[config.mk]
export PLATFORM = sky130hd
export DESIGN_NAME = serial_tx
export DESIGN_NICKNAME = d
export VERILOG_FILES = /design/src/serial_tx_pkg.sv /design/src/serial_tx.sv
export SDC_FILE = /design/constraint.sdc
export NUM_CORES = 1
export LEC_CHECK = 0
export BUFFER_PORTS_ARGS = -buffer_cell sky130_fd_sc_hd__buf_2
export CAP_MARGIN = 25
export CORE_ASPECT_RATIO = 0.7
export CORE_MARGIN = 2
export CORE_UTILIZATION = 45
export DETAILED_ROUTE_END_ITERATION = 6
export PLACE_DENSITY = 0.72
export RECOVER_POWER = 100
export SLEW_MARGIN = 20
export SYNTH_ARGS = -nofsm -noshare
export SYNTH_HDL_FRONTEND = slang
export SYNTH_SLANG_ARGS = --single-unit
[constraint.sdc]
create_clock -name clock_i -period 2.4 [get_ports clock_i]
set_input_delay 0.24 -clock clock_i [delete_from_list [all_inputs] [get_ports clock_i]]
set_output_delay 0.24 -clock clock_i [all_outputs]
set_load 0.005 [all_outputs]
[src/serial_tx_pkg.sv]
package serial_tx_pkg;

    // ------------------------------------------------------------------
    // register byte addresses
    // ------------------------------------------------------------------
    localparam logic [4:0] ADDR_TX_CTRL   = 5'h00;
    localparam logic [4:0] ADDR_RX_CTRL   = 5'h04;
    localparam logic [4:0] ADDR_RATE_CTRL = 5'h08;
    localparam logic [4:0] ADDR_DIV_LOW   = 5'h0C;
    localparam logic [4:0] ADDR_DIV_HIGH  = 5'h10;
    localparam logic [4:0] ADDR_TX_DATA   = 5'h14;
    localparam logic [4:0] ADDR_IRQ_STAT  = 5'h18;
    localparam logic [4:0] ADDR_IRQ_MASK  = 5'h1C;

    // ------------------------------------------------------------------
    // field positions
    // ------------------------------------------------------------------
    localparam int CLK_SRC_BIT    = 7;  // transmit control fields
    localparam int NINE_BIT       = 6;
    localparam int TX_ON_BIT      = 5;
    localparam int SYNC_MODE_BIT  = 4;
    localparam int BREAK_REQ_BIT  = 3;
    localparam int HIGH_SPEED_BIT = 2;
    localparam int EMPTY_BIT      = 1;
    localparam int NINTH_DATA_BIT = 0;
    localparam int PORT_ON_BIT    = 7;  // receive control fields
    localparam int SINGLE_RX_BIT  = 5;
    localparam int CONT_RX_BIT    = 4;
    localparam int CLK_POL_BIT    = 4;  // rate control fields
    localparam int WIDE_DIV_BIT   = 3;
    localparam int IRQ_DONE_BIT   = 0;  // interrupt fields
    localparam int IRQ_BREAK_BIT  = 1;

    // ------------------------------------------------------------------
    // reset values and counts
    // ------------------------------------------------------------------
    localparam logic [7:0] TX_CTRL_RESET = 8'h02;
    localparam logic [7:0] REG8_RESET    = 8'h00;
    localparam logic [5:0] PRESC_SLOW    = 6'h3F;  // 64 timer periods per bit
    localparam logic [5:0] PRESC_MID     = 6'h0F;  // 16 timer periods per bit
    localparam logic [5:0] PRESC_FAST    = 6'h03;  // 4 timer periods per bit
    localparam logic [5:0] PRESC_HALF    = 6'h02;  // sync clock active half
    localparam logic [3:0] LAST_BIT_8    = 4'h7;
    localparam logic [3:0] LAST_BIT_9    = 4'h8;
    localparam logic [3:0] LAST_BREAK    = 4'hB;   // 12 low bit times
    localparam logic [1:0] RESP_OKAY     = 2'h0;
    localparam logic [1:0] RESP_SLVERR   = 2'h2;

    // shifter states
    typedef enum logic [2:0] {
        ST_IDLE  = 3'b000,
        ST_START = 3'b001,
        ST_DATA  = 3'b010,
        ST_STOP  = 3'b011,
        ST_BREAK = 3'b100
    } shift_state_t;

    // drive of the two shared pins; enables are low while driving
    typedef struct packed {
        logic ck;
        logic ck_oe_n;
        logic dt;
        logic dt_oe_n;
    } pin_drive_t;

endpackage
[src/serial_tx.sv]
`timescale 1ns/100ps
module serial_tx
    import serial_tx_pkg::*;
(
    // clock and reset
    input  wire logic        clock_i,
    input  wire logic        rst_i,
    // axi4-lite write channels
    input  wire logic [4:0]  s_axi_awaddr_i,
    input  wire logic        s_axi_awvalid_i,
    output logic             s_axi_awready_o,
    input  wire logic [31:0] s_axi_wdata_i,
    input  wire logic [3:0]  s_axi_wstrb_i,
    input  wire logic        s_axi_wvalid_i,
    output logic             s_axi_wready_o,
    output logic [1:0]       s_axi_bresp_o,
    output logic             s_axi_bvalid_o,
    input  wire logic        s_axi_bready_i,
    // axi4-lite read channels
    input  wire logic [4:0]  s_axi_araddr_i,
    input  wire logic        s_axi_arvalid_i,
    output logic             s_axi_arready_o,
    output logic [31:0]      s_axi_rdata_o,
    output logic [1:0]       s_axi_rresp_o,
    output logic             s_axi_rvalid_o,
    input  wire logic        s_axi_rready_i,
    // shared pins
    input  wire logic        ck_i,
    output pin_drive_t       pins_o,
    // interrupt
    output logic             irq_o
);

    // ------------------------------------------------------------------
    // state
    // ------------------------------------------------------------------
    logic [7:0]   tx_ctrl_reg;
    logic [7:0]   rx_ctrl_reg;
    logic [7:0]   rate_ctrl_reg;
    logic [7:0]   div_low_reg;
    logic [7:0]   div_high_reg;
    logic [8:0]   hold_reg;
    logic         hold_full_reg;
    logic [1:0]   irq_stat_reg;
    logic [1:0]   irq_mask_reg;
    logic [4:0]   awaddr_reg;
    logic         aw_have_reg;
    logic [31:0]  wdata_reg;
    logic         w_have_reg;
    logic [15:0]  rate_cnt_reg;
    logic [5:0]   presc_reg;
    shift_state_t state_reg;
    logic [8:0]   shifter_reg;
    logic [3:0]   bit_cnt_reg;
    logic         is_break_reg;
    logic         ck_meta_reg;
    logic         ck_sync_reg;
    logic         ck_prev_reg;
    pin_drive_t   pins_next;

    // ------------------------------------------------------------------
    // mode decode
    // ------------------------------------------------------------------
    wire port_on    = rx_ctrl_reg[PORT_ON_BIT];
    wire sync_mode  = tx_ctrl_reg[SYNC_MODE_BIT];
    wire master     = tx_ctrl_reg[CLK_SRC_BIT];
    wire nine_bits  = tx_ctrl_reg[NINE_BIT];
    wire clk_pol    = rate_ctrl_reg[CLK_POL_BIT];
    wire wide_div   = rate_ctrl_reg[WIDE_DIV_BIT];
    wire rx_on      = rx_ctrl_reg[SINGLE_RX_BIT] | rx_ctrl_reg[CONT_RX_BIT];
    // receive enables win over transmit enable in sync mode
    wire tx_allowed = tx_ctrl_reg[TX_ON_BIT] & ~(sync_mode & rx_on);
    wire shifter_empty = (state_reg == ST_IDLE);

    // ------------------------------------------------------------------
    // axi decode
    // ------------------------------------------------------------------
    wire       wr_go     = aw_have_reg & w_have_reg & ~s_axi_bvalid_o;
    wire [7:0] wr_byte   = wdata_reg[7:0];
    wire       wr_ctrl   = wr_go & (awaddr_reg == ADDR_TX_CTRL);
    wire       wr_rxc    = wr_go & (awaddr_reg == ADDR_RX_CTRL);
    wire       wr_ratec  = wr_go & (awaddr_reg == ADDR_RATE_CTRL);
    wire       wr_divlo  = wr_go & (awaddr_reg == ADDR_DIV_LOW);
    wire       wr_divhi  = wr_go & (awaddr_reg == ADDR_DIV_HIGH);
    wire       wr_data   = wr_go & (awaddr_reg == ADDR_TX_DATA);
    wire       wr_istat  = wr_go & (awaddr_reg == ADDR_IRQ_STAT);
    wire       wr_imask  = wr_go & (awaddr_reg == ADDR_IRQ_MASK);
    wire       wr_mapped = wr_ctrl | wr_rxc | wr_ratec | wr_divlo | wr_divhi
                         | wr_data | wr_istat | wr_imask;
    wire       rd_go     = s_axi_arvalid_i & s_axi_arready_o;
    wire [7:0] ctrl_view = {tx_ctrl_reg[7:2], shifter_empty, tx_ctrl_reg[0]};
    wire       rd_mapped = (s_axi_araddr_i[1:0] == 2'h0) & (s_axi_araddr_i <= ADDR_IRQ_MASK);
    wire [7:0] rd_byte   =
        (s_axi_araddr_i == ADDR_TX_CTRL)   ? ctrl_view :
        (s_axi_araddr_i == ADDR_RX_CTRL)   ? rx_ctrl_reg :
        (s_axi_araddr_i == ADDR_RATE_CTRL) ? rate_ctrl_reg :
        (s_axi_araddr_i == ADDR_DIV_LOW)   ? div_low_reg :
        (s_axi_araddr_i == ADDR_DIV_HIGH)  ? div_high_reg :
        (s_axi_araddr_i == ADDR_IRQ_STAT)  ? {6'h00, irq_stat_reg} :
        (s_axi_araddr_i == ADDR_IRQ_MASK)  ? {6'h00, irq_mask_reg} : 8'h00;

    // ------------------------------------------------------------------
    // rate divider and bit timing
    // ------------------------------------------------------------------
    wire [15:0] reload     = wide_div ? {div_high_reg, div_low_reg}
                                      : {8'h00, div_low_reg};
    wire        rate_tick  = (rate_cnt_reg == 16'h0000);
    // prescale per mode: async low/high speed and divider width, sync fixed
    wire [5:0]  presc_top  = sync_mode ? PRESC_FAST :
                             (wide_div & tx_ctrl_reg[HIGH_SPEED_BIT]) ? PRESC_FAST :
                             (wide_div | tx_ctrl_reg[HIGH_SPEED_BIT]) ? PRESC_MID :
                             PRESC_SLOW;
    wire        bit_tick   = rate_tick & (presc_reg == presc_top);
    wire        load       = port_on & tx_allowed & hold_full_reg & shifter_empty;
    // a divisor write or a new frame restarts the timer, so no stale count
    wire        tmr_clear  = wr_divlo | wr_divhi | load;
    wire        ck_trail   = (ck_prev_reg != clk_pol) & (ck_sync_reg == clk_pol);
    wire        step       = (sync_mode & ~master) ? ck_trail : bit_tick;
    wire        send_break = ~sync_mode & tx_ctrl_reg[BREAK_REQ_BIT];
    wire [3:0]  last_data  = nine_bits ? LAST_BIT_9 : LAST_BIT_8;
    wire        data_last  = (bit_cnt_reg == last_data);
    wire        frame_done = step & ((state_reg == ST_STOP)
                           | (state_reg == ST_DATA & sync_mode & data_last));
    wire        break_done = frame_done & is_break_reg;

    // timer: counts down from the reload value, restarted on demand
    always_ff @(posedge clock_i) begin
        if (rst_i || !port_on || tmr_clear) begin
            rate_cnt_reg <= rst_i ? 16'h0000 : reload;
            presc_reg    <= 6'h00;
        end else if (rate_tick) begin
            rate_cnt_reg <= reload;
            presc_reg    <= (presc_reg == presc_top) ? 6'h00 : presc_reg + 6'h01;
        end else begin
            rate_cnt_reg <= rate_cnt_reg - 16'h0001;
        end
    end

    // slave clock pin: two stages before any logic looks at it
    always_ff @(posedge clock_i) begin
        ck_meta_reg <= ck_i;
        ck_sync_reg <= ck_meta_reg;
        ck_prev_reg <= ck_sync_reg;
    end

    // ------------------------------------------------------------------
    // transmit shifter
    // ------------------------------------------------------------------
    // frame sequencer; sync frames carry data only, async adds start/stop
    always_ff @(posedge clock_i) begin
        if (rst_i || !port_on) begin
            state_reg    <= ST_IDLE;
            shifter_reg  <= 9'h000;
            bit_cnt_reg  <= 4'h0;
            is_break_reg <= 1'b0;
        end else if (load) begin
            shifter_reg  <= hold_reg;
            bit_cnt_reg  <= 4'h0;
            is_break_reg <= send_break;
            state_reg    <= sync_mode ? ST_DATA : ST_START;
        end else if (step) begin
            unique case (state_reg)
                ST_IDLE: begin
                    state_reg <= ST_IDLE;
                end
                ST_START: begin
                    state_reg <= is_break_reg ? ST_BREAK : ST_DATA;
                end
                ST_DATA: begin
                    shifter_reg <= {1'b0, shifter_reg[8:1]};
                    bit_cnt_reg <= bit_cnt_reg + 4'h1;
                    if (data_last) begin
                        state_reg <= sync_mode ? ST_IDLE : ST_STOP;
                    end
                end
                ST_BREAK: begin
                    bit_cnt_reg <= bit_cnt_reg + 4'h1;
                    if (bit_cnt_reg == LAST_BREAK - 4'h1) begin
                        state_reg <= ST_STOP;
                    end
                end
                ST_STOP: begin
                    state_reg <= ST_IDLE;
                end
                default: begin
                    state_reg <= ST_IDLE;
                end
            endcase
        end
    end

    // pin drive: async uses the clock pin as serial out, sync splits them
    always_comb begin
        pins_next = '{ck: 1'b1, ck_oe_n: 1'b1, dt: 1'b1, dt_oe_n: 1'b1};
        if (port_on && !sync_mode) begin
            pins_next.ck_oe_n = 1'b0;
            pins_next.ck = (state_reg == ST_START) ? 1'b0 :
                           (state_reg == ST_BREAK) ? 1'b0 :
                           (state_reg == ST_DATA)  ? shifter_reg[0] : 1'b1;
        end else if (port_on) begin
            // slave leaves the clock pin an input; data only while sending
            pins_next.ck_oe_n = ~master;
            pins_next.ck = clk_pol ^ ((state_reg == ST_DATA) & (presc_reg >= PRESC_HALF));
            pins_next.dt_oe_n = (state_reg != ST_DATA);
            pins_next.dt = shifter_reg[0];
        end
    end

    always_ff @(posedge clock_i) begin
        if (rst_i) begin
            pins_o <= '{ck: 1'b1, ck_oe_n: 1'b1, dt: 1'b1, dt_oe_n: 1'b1};
        end else begin
            pins_o <= pins_next;
        end
    end

    // ------------------------------------------------------------------
    // registers
    // ------------------------------------------------------------------
    // control writes; hardware clears the break request once it has gone
    always_ff @(posedge clock_i) begin
        if (rst_i) begin
            tx_ctrl_reg   <= TX_CTRL_RESET;
            rx_ctrl_reg   <= REG8_RESET;
            rate_ctrl_reg <= REG8_RESET;
            div_low_reg   <= REG8_RESET;
            div_high_reg  <= REG8_RESET;
            irq_mask_reg  <= 2'h0;
        end else begin
            if (wr_ctrl) begin
                tx_ctrl_reg <= wr_byte;
            end else if (break_done) begin
                tx_ctrl_reg[BREAK_REQ_BIT] <= 1'b0;
            end
            if (wr_rxc)   rx_ctrl_reg   <= wr_byte & 8'hB0;
            if (wr_ratec) rate_ctrl_reg <= wr_byte & 8'h18;
            if (wr_divlo) div_low_reg   <= wr_byte;
            if (wr_divhi) div_high_reg  <= wr_byte;
            if (wr_imask) irq_mask_reg  <= wr_byte[1:0];
        end
    end

    // one holding word; the ninth bit is taken from control at write time
    always_ff @(posedge clock_i) begin
        if (rst_i || !port_on) begin
            hold_reg      <= 9'h000;
            hold_full_reg <= 1'b0;
        end else if (wr_data) begin
            hold_reg      <= {tx_ctrl_reg[NINTH_DATA_BIT] & nine_bits, wr_byte};
            hold_full_reg <= 1'b1;
        end else if (load) begin
            hold_full_reg <= 1'b0;
        end
    end

    // sticky events; a set in the clearing cycle survives
    always_ff @(posedge clock_i) begin
        if (rst_i) begin
            irq_stat_reg <= 2'h0;
            irq_o        <= 1'b0;
        end else begin
            irq_stat_reg <= (irq_stat_reg & ~({2{wr_istat}} & wr_byte[1:0]))
                          | {break_done, frame_done};
            irq_o        <= |(irq_stat_reg & irq_mask_reg);
        end
    end

    // ------------------------------------------------------------------
    // axi4-lite slave
    // ------------------------------------------------------------------
    // address and data may arrive in either order; response after both
    always_ff @(posedge clock_i) begin
        if (rst_i) begin
            aw_have_reg     <= 1'b0;
            w_have_reg      <= 1'b0;
            awaddr_reg      <= 5'h00;
            wdata_reg       <= 32'h0000_0000;
            s_axi_awready_o <= 1'b0;
            s_axi_wready_o  <= 1'b0;
            s_axi_bvalid_o  <= 1'b0;
            s_axi_bresp_o   <= RESP_OKAY;
        end else begin
            s_axi_awready_o <= ~aw_have_reg & ~s_axi_awready_o;
            s_axi_wready_o  <= ~w_have_reg & ~s_axi_wready_o;
            if (s_axi_awvalid_i && s_axi_awready_o) begin
                aw_have_reg <= 1'b1;
                awaddr_reg  <= s_axi_awaddr_i;
            end
            if (s_axi_wvalid_i && s_axi_wready_o) begin
                w_have_reg <= 1'b1;
                // only lane 0 holds data; a write without it stores zero
                wdata_reg  <= s_axi_wstrb_i[0] ? s_axi_wdata_i : 32'h0000_0000;
            end
            if (wr_go) begin
                aw_have_reg    <= 1'b0;
                w_have_reg     <= 1'b0;
                s_axi_bvalid_o <= 1'b1;
                s_axi_bresp_o  <= wr_mapped ? RESP_OKAY : RESP_SLVERR;
            end else if (s_axi_bready_i) begin
                s_axi_bvalid_o <= 1'b0;
            end
        end
    end

    // reads answer one cycle after the address is taken
    always_ff @(posedge clock_i) begin
        if (rst_i) begin
            s_axi_arready_o <= 1'b0;
            s_axi_rvalid_o  <= 1'b0;
            s_axi_rdata_o   <= 32'h0000_0000;
            s_axi_rresp_o   <= RESP_OKAY;
        end else begin
            s_axi_arready_o <= ~s_axi_arready_o & ~s_axi_rvalid_o & s_axi_arvalid_i;
            if (rd_go) begin
                s_axi_rvalid_o <= 1'b1;
                s_axi_rdata_o  <= {24'h00_0000, rd_byte};
                s_axi_rresp_o  <= rd_mapped ? RESP_OKAY : RESP_SLVERR;
            end else if (s_axi_rready_i) begin
                s_axi_rvalid_o <= 1'b0;
            end
        end
    end
endmodule

==> reports/results.ini, run 1 <==
[timing]
rsz0062_at_grt=no
relSlewSlack=0.293
timing.fmax_mhz=461
worst_pin_slew_ns=1.06
setup-violations-final=0
drv_slew=0
period_needed_ns=2.17
hold_violations=0
min_period_over_period=0.904
setup_slack_ns=0.231
fin_hold_ws_ns=0.0805
fin_skew_ns=0.00640
fin_tns_setup_ns=0

[die]
dieArea_mm2=0.0132
die_h_um=96.7
coreArea_mm2=0.0119
io_pins=100
rows=33
initial_core_util=0.466
die_x_um=136

[min_path]
hold_path_class=input port to flop
min-delay-start=s_axi_awaddr_i[0]
hold_depth=3
min_to=awaddr_reg[0]$_SDFFE_PP0P_

[route]
antenna_left=0
via_count=4695
dr.pass1.iters=5
totalWireLength_mm=13.8
drcViolationCount=0
routedWlPerCell_um=16.2
drt_iter0_markers=425
via_per_inst=5.53

[setup_path]
start_kind=flop
cp_num_buf_inv=2
required_ns=2.75
crit_chain=inv_1 > ha_1 > nor3b_1 > clkbuf_1 > and4_4 > a41o_1 > and4_1 > o21a_1
r2r-end=irq_stat_reg[1]$_SDFF_PP0_
end_kind=flop
max_stage_delay_ns=0.35
crit_fanout=8
crit_slowest_cell=a41o_1
critPathTopFamily=simple AND/OR/NAND/NOR gates
r2r_start=rate_cnt_reg[0]$_DFF_P_
arrival_ns=2.52
ff2ff_setup_slack_ns=0.23
ff2ff_path_depth=8
crit_type=flop to flop

[pwr]
power.total_uw=4720
ir_drop_mv=0.536
p_per_area_mw_per_mm2=742
sequentialPowerShare=0.431
p_sw_frac=0.236
intPower_uw=3610
pwr-share-clk=0.539
p_sw_uw=1120
combPwrFrac=0.031
power.leakage_uw=0.00256

[grt]
overflow=0
grt_usage=0.215
grt_pass1_vias=4365
grt_max_degree=55
grt_pass1_wl_mm=22.2
antenna_found_initial=0

[clock_tree]
cts_buffers=17
clkLatencyLatePin_ns=0.41
cts_buffer_depth=2
postCtsResizedCells=0
ctsHoldBuffers=1
cts_tree=built
clk_pin_slew_ns=0.06
htreeDepth=4
cts_root_buf=clkbuf_16
post-cts-setup-buffers=0
clock-sinks=119

[final_layout]
final_cells=849
largest_reg_flops=16
syn_to_final_growth_pct=15.3
final_nets=738
multi_input_area_mm2=0.00283
drive_gt1_frac=0.134
regArea_mm2=0.00238
diodes=0
nFillCells=1112

[place]
hpwl_mm=9.66
place_congestion=0.912
dp.cells=816
port_buffers=46
dp_worst_setup_slack_ns=0.321

[synthesis]
yosys_warnings=0
avgSynthCellArea_um2=8.66
syn_area_mm2=0.00552
synth-seq-cells=119
synthCells=637
synthArstFlopShare=0
synth_edf_count=0
ys.flop_type=dfxtp_1
ys_seq_area_frac=0.432
ys_types=63

[job]
cap_violations=0

[status]
status=finished clean

layout by cell type (no fill, tap or decap), drive strengths merged, types with 4 or more instances in the layout:
cell type / synthesis / final
o2bb2ai: 5 / 5
ha: 5 / 5
a211oi: 9 / 9
a21oi: 44 / 44
nor2: 77 / 77
clkbuf: 25 / 35
or4: 4 / 4
conb: 1 / 26
mux2i: 47 / 47
a31oi: 12 / 12
nand4: 8 / 8
nand2: 48 / 48
and2: 6 / 6
nor4: 7 / 7
nor2b: 5 / 5
o21ai: 40 / 40
xnor2: 4 / 4
nand3b: 5 / 5
inv: 12 / 20
buf: 40 / 44
a22oi: 7 / 7
dfxtp: 119 / 119
nor3: 12 / 12
nand3: 25 / 25
xor2: 15 / 15
nand2b: 5 / 5
and3: 5 / 5
power groups by stage:
stage	logic [µW]	clock network (µW)	registers, µW
after floorplan	126	0	2060
after global placement	138	0	2070
after detailed placement	143	0	2080
after CTS	145	2570	2030
after global routing	162	2680	2040
final	145	2540	2040
Yosys cell counts, types with 6 or more instances:
library cell | n | area share
a211oi_1 | 9 | 0.012
a21oi_1 | 43 | 0.039
a22oi_1 | 7 | 0.0095
a31oi_1 | 12 | 0.014
buf_2 | 9 | 0.0082
buf_4 | 26 | 0.035
clkbuf_1 | 25 | 0.017
dfxtp_1 | 119 | 0.43
inv_1 | 12 | 0.0082
mux2i_1 | 46 | 0.083
nand2_1 | 48 | 0.033
nand3_1 | 24 | 0.022
nand4_1 | 8 | 0.0091
nor2_1 | 77 | 0.052
nor3_1 | 12 | 0.011
nor4_1 | 6 | 0.0068
o21ai_0 | 40 | 0.036
xor2_1 | 15 | 0.024
routing by layer:
layer / share of wire / routed length [µm] / GRT usage / vias to the layer above
li1: - / - / - / 2298
met5: 0 / 0 / 0 / -
met4: 0.014 / 195 / 0.0617 / 0
met3: 0.070 / 957 / 0.0624 / 14
met1: 0.49 / 6780 / 0.314 / 2227
met2: 0.42 / 5820 / 0.305 / 156
layout make-up:
cell class | instances | area share
inverters | 12 | 0.00708
flip-flops and latches | 119 | 0.374
clock buffers | 17 | 0.0669
repair buffers | 63 | 0.0495
well taps | 157 | 0.0309
clock inverters | 15 | 0.0262
multi-input cells | 466 | 0.445
how the worst max path moves through the flow:
stage          depth (start not counted)                     endpoint               startpoint
2_1_floorplan                          7  bit_cnt_reg[3]$_SDFFE_PP0P_  rate_cnt_reg[0]$_DFF_P_
4_1_cts                                8   irq_stat_reg[1]$_SDFF_PP0_  rate_cnt_reg[0]$_DFF_P_
3_3_place_gp                           8  tx_ctrl_reg[3]$_SDFFE_PP0P_  rate_cnt_reg[0]$_DFF_P_
6_report                               8   irq_stat_reg[1]$_SDFF_PP0_  rate_cnt_reg[0]$_DFF_P_
3_5_place_dp                           8    state_reg[2]$_SDFFE_PP0P_  rate_cnt_reg[0]$_DFF_P_
5_1_grt                                9  shifter_reg[5]$_SDFFE_PP0P_  rate_cnt_reg[0]$_DFF_P_
worst register-to-register path, delay by kind of cell (launching register included):
family          cells  cell delay [ns]
simple gates        3             0.81
compound gates      2             0.51
buf+inv             2             0.24
fa+ha+maj           1             0.22
flops               1             0.33
kinds of logic (layout without fill, tap and decap cells):
group | after synthesis | after routing | share of synthesized area
multiplexers | 49 | 49 | 0.0900
buffers and inverters | 77 | 107 | 0.0721
flip-flops | 119 | 119 | 0.432
XOR/XNOR | 19 | 19 | 0.0302
AO/OA/AOI/OAI | 142 | 142 | 0.162
other | 1 | 26 | 0.000679
adder cells (fa/ha/maj) | 5 | 5 | 0.0113
AND/OR/NAND/NOR | 225 | 225 | 0.202
through the flow:
stage	util	cell area, µm²
finish	0.537	6360
global route	0.537	6360
CTS	0.541	6410
detailed placement	0.490	5810
global placement	0.490	5810
floorplan	-	5610
Note: power is estimated with default switching activity, not from simulation.
==> inputs of run 2 (changes only) <==
Settings changed: CELL_PAD_IN_SITES_DETAIL_PLACEMENT set to 0, CELL_PAD_IN_SITES_GLOBAL_PLACEMENT set to 1, CORE_UTILIZATION 45 to 42, PLACE_DENSITY 0.72 to 0.85.
==> reports/results.ini, run 2 (synthesis gave the netlist of run 1 again) <==
[final_layout]
syn_to_final_growth_pct=15.6  ; was 15.3%
diodes=0  ; unchanged
largest_reg_flops=16  ; unchanged
final_nets=737  ; was 738
layout_commonest_cell=dfxtp_1  ; unchanged
layout_common_cells=dfxtp_1, nor2_1, nand2_1  ; unchanged
nFillCells=1206  ; was 1,112
drive_gt1_frac=0.129  ; was 0.134

[pwr]
ir_drop_mv=0.506  ; was 0.536 mV
power.leakage_uw=0.00258  ; was 0.00256 µW
power.total_uw=4780  ; was 4720 µW
p_per_area_mw_per_mm2=749  ; was 742 mW/mm²

[timing]
period_needed_ns=2.15  ; was 2.17 ns
worst_pin_slew_ns=1.32  ; was 1.06 ns
rsz0062_at_grt=no  ; unchanged
hold_violations=0  ; unchanged
drv_slew=0  ; unchanged
fin_skew_ns=0.00669  ; was 0.00640 ns
relSlewSlack=0.120  ; was 0.293
timing.fmax_mhz=466  ; was 461 MHz
setup_slack_ns=0.254  ; was 0.231 ns
fin_tns_setup_ns=0  ; unchanged
min_period_over_period=0.894  ; was 0.904
setup-violations-final=0  ; unchanged

[setup_path]
arrival_ns=2.48  ; was 2.52 ns
start_kind=flop  ; unchanged
end_kind=flop  ; unchanged
crit_type=flop to flop  ; unchanged
required_ns=2.74  ; was 2.75 ns
crit_fanout=8  ; unchanged

[die]
die_h_um=99.9  ; was 96.7 µm
die_x_um=141  ; was 136 µm
io_pins=100  ; unchanged
initial_core_util=0.437  ; was 0.466
coreArea_mm2=0.0126  ; was 0.0119 mm²
rows=34  ; was 33
dieArea_mm2=0.0141  ; was 0.0132 mm²

[clock_tree]
cts_buffers=17  ; unchanged
htreeDepth=4  ; unchanged
clkLatencyLatePin_ns=0.41  ; about the same
clock-sinks=119  ; unchanged
cts_buffer_depth=2  ; unchanged
cts_tree=built  ; unchanged
clk_pin_slew_ns=0.05  ; was 0.06 ns
cts_root_buf=clkbuf_16  ; unchanged

[grt]
grt_max_degree=29  ; was 55
grt_pass1_vias=4387  ; was 4,365
grt_usage=0.203  ; was 0.215
grt_pass1_wl_mm=22.3  ; was 22.2 mm
antenna_found_initial=0  ; unchanged
overflow=0  ; unchanged

[route]
dr.pass1.iters=5  ; unchanged
via_count=4686  ; was 4,695
via_per_inst=5.50  ; was 5.53
antenna_left=0  ; unchanged
routedWlPerCell_um=16.1  ; was 16.2 µm
totalWireLength_mm=13.7  ; was 13.8 mm
drcViolationCount=0  ; unchanged
drt_iter0_markers=240  ; was 425

[place]
port_buffers=46  ; unchanged
place_congestion=0.867  ; was 0.912
dp_worst_setup_slack_ns=0.152  ; was 0.321 ns
hpwl_mm=10.1  ; was 9.66 mm

[status]
status=finished clean  ; unchanged

[job]
cap_violations=0  ; unchanged

[min_path]
hold_path_class=input port to flop  ; unchanged

==> run 2: cell count changes in the layout (fill, tap and decap cells not counted), moves of 2 or more <==
cell,delta
clkinv_2,+4
buf_2,-3
clkbuf_1,+2
clkinvlp_4,-2
clkbuf_8,+4
inv_6,-8
==> run 2: final timing paths <==
check | startpoint | endpoint | slack, ns | cells after the start
setup / recovery | rate_cnt_reg[0]$_DFF_P_ | shifter_reg[6]$_SDFFE_PP0P_ | 0.25 | 8
hold / removal | s_axi_awaddr_i[1] | awaddr_reg[1]$_SDFFE_PP0P_ | 0.08 | 3
setup reg to reg | rate_cnt_reg[0]$_DFF_P_ | shifter_reg[6]$_SDFFE_PP0P_ | 0.25 | 8
hold reg to reg | ck_meta_reg$_DFF_P_ | ck_sync_reg$_DFF_P_ | 0.32 | 0
==> run 2: routing by layer <==
metal / part of all wire / global-route usage
met5: 0 / 0
met4: 0.012 / 0.0638
met3: 0.074 / 0.0568
met2: 0.43 / 0.303
met1: 0.49 / 0.286
==> run 2: timing repair <==
action | in CTS | in global routing
setup endpoints to repair | 0 | 2
gates resized for setup | 0 | 1
hold buffers | 1 | 0
setup buffers | 0 | 0
hold endpoints to repair | 1 | 0
==> run 2: stage by stage <==
step	hold WS (ns)	util	std cells	area, µm²
finish	0.0806	0.505	852	6380
global route	0.0742	0.505	852	6380
CTS	0.0729	0.508	852	6420
detailed placement	0.312	0.459	820	5810
global placement	0.315	0.459	820	5810
floorplan	0.268	-	662	5610
==> run 2: cell type report <==
cell class | instances | area [µm²] | share of cell area
Clock buffer | 22 | 484 | 0.0759
Clock inverter | 9 | 123 | 0.0192
Inverter | 12 | 45.0 | 0.00706
Multi-Input combinational cell | 466 | 2830 | 0.444
Sequential cell | 119 | 2380 | 0.373
Tap cell | 162 | 203 | 0.0318
Timing Repair Buffer | 62 | 312 | 0.0488
==> run 2: worst max-delay path: stages (launching register included) <==
cell	delay, ns
dfxtp_1	0.32
inv_1	0.06
ha_1	0.24
nor3b_2	0.28
and4_4	0.31
a41o_1	0.36
buf_4	0.23
a31oi_1	0.09
a21oi_1	0.18
==> run 2: power by group <==
part	switching (µW)	leakage, µW	internal, µW	total, µW
combinational	91.3	0.00132	54.1	145
sequential	30.9	0.000962	2000	2030
clock	871	0.000302	1730	2600
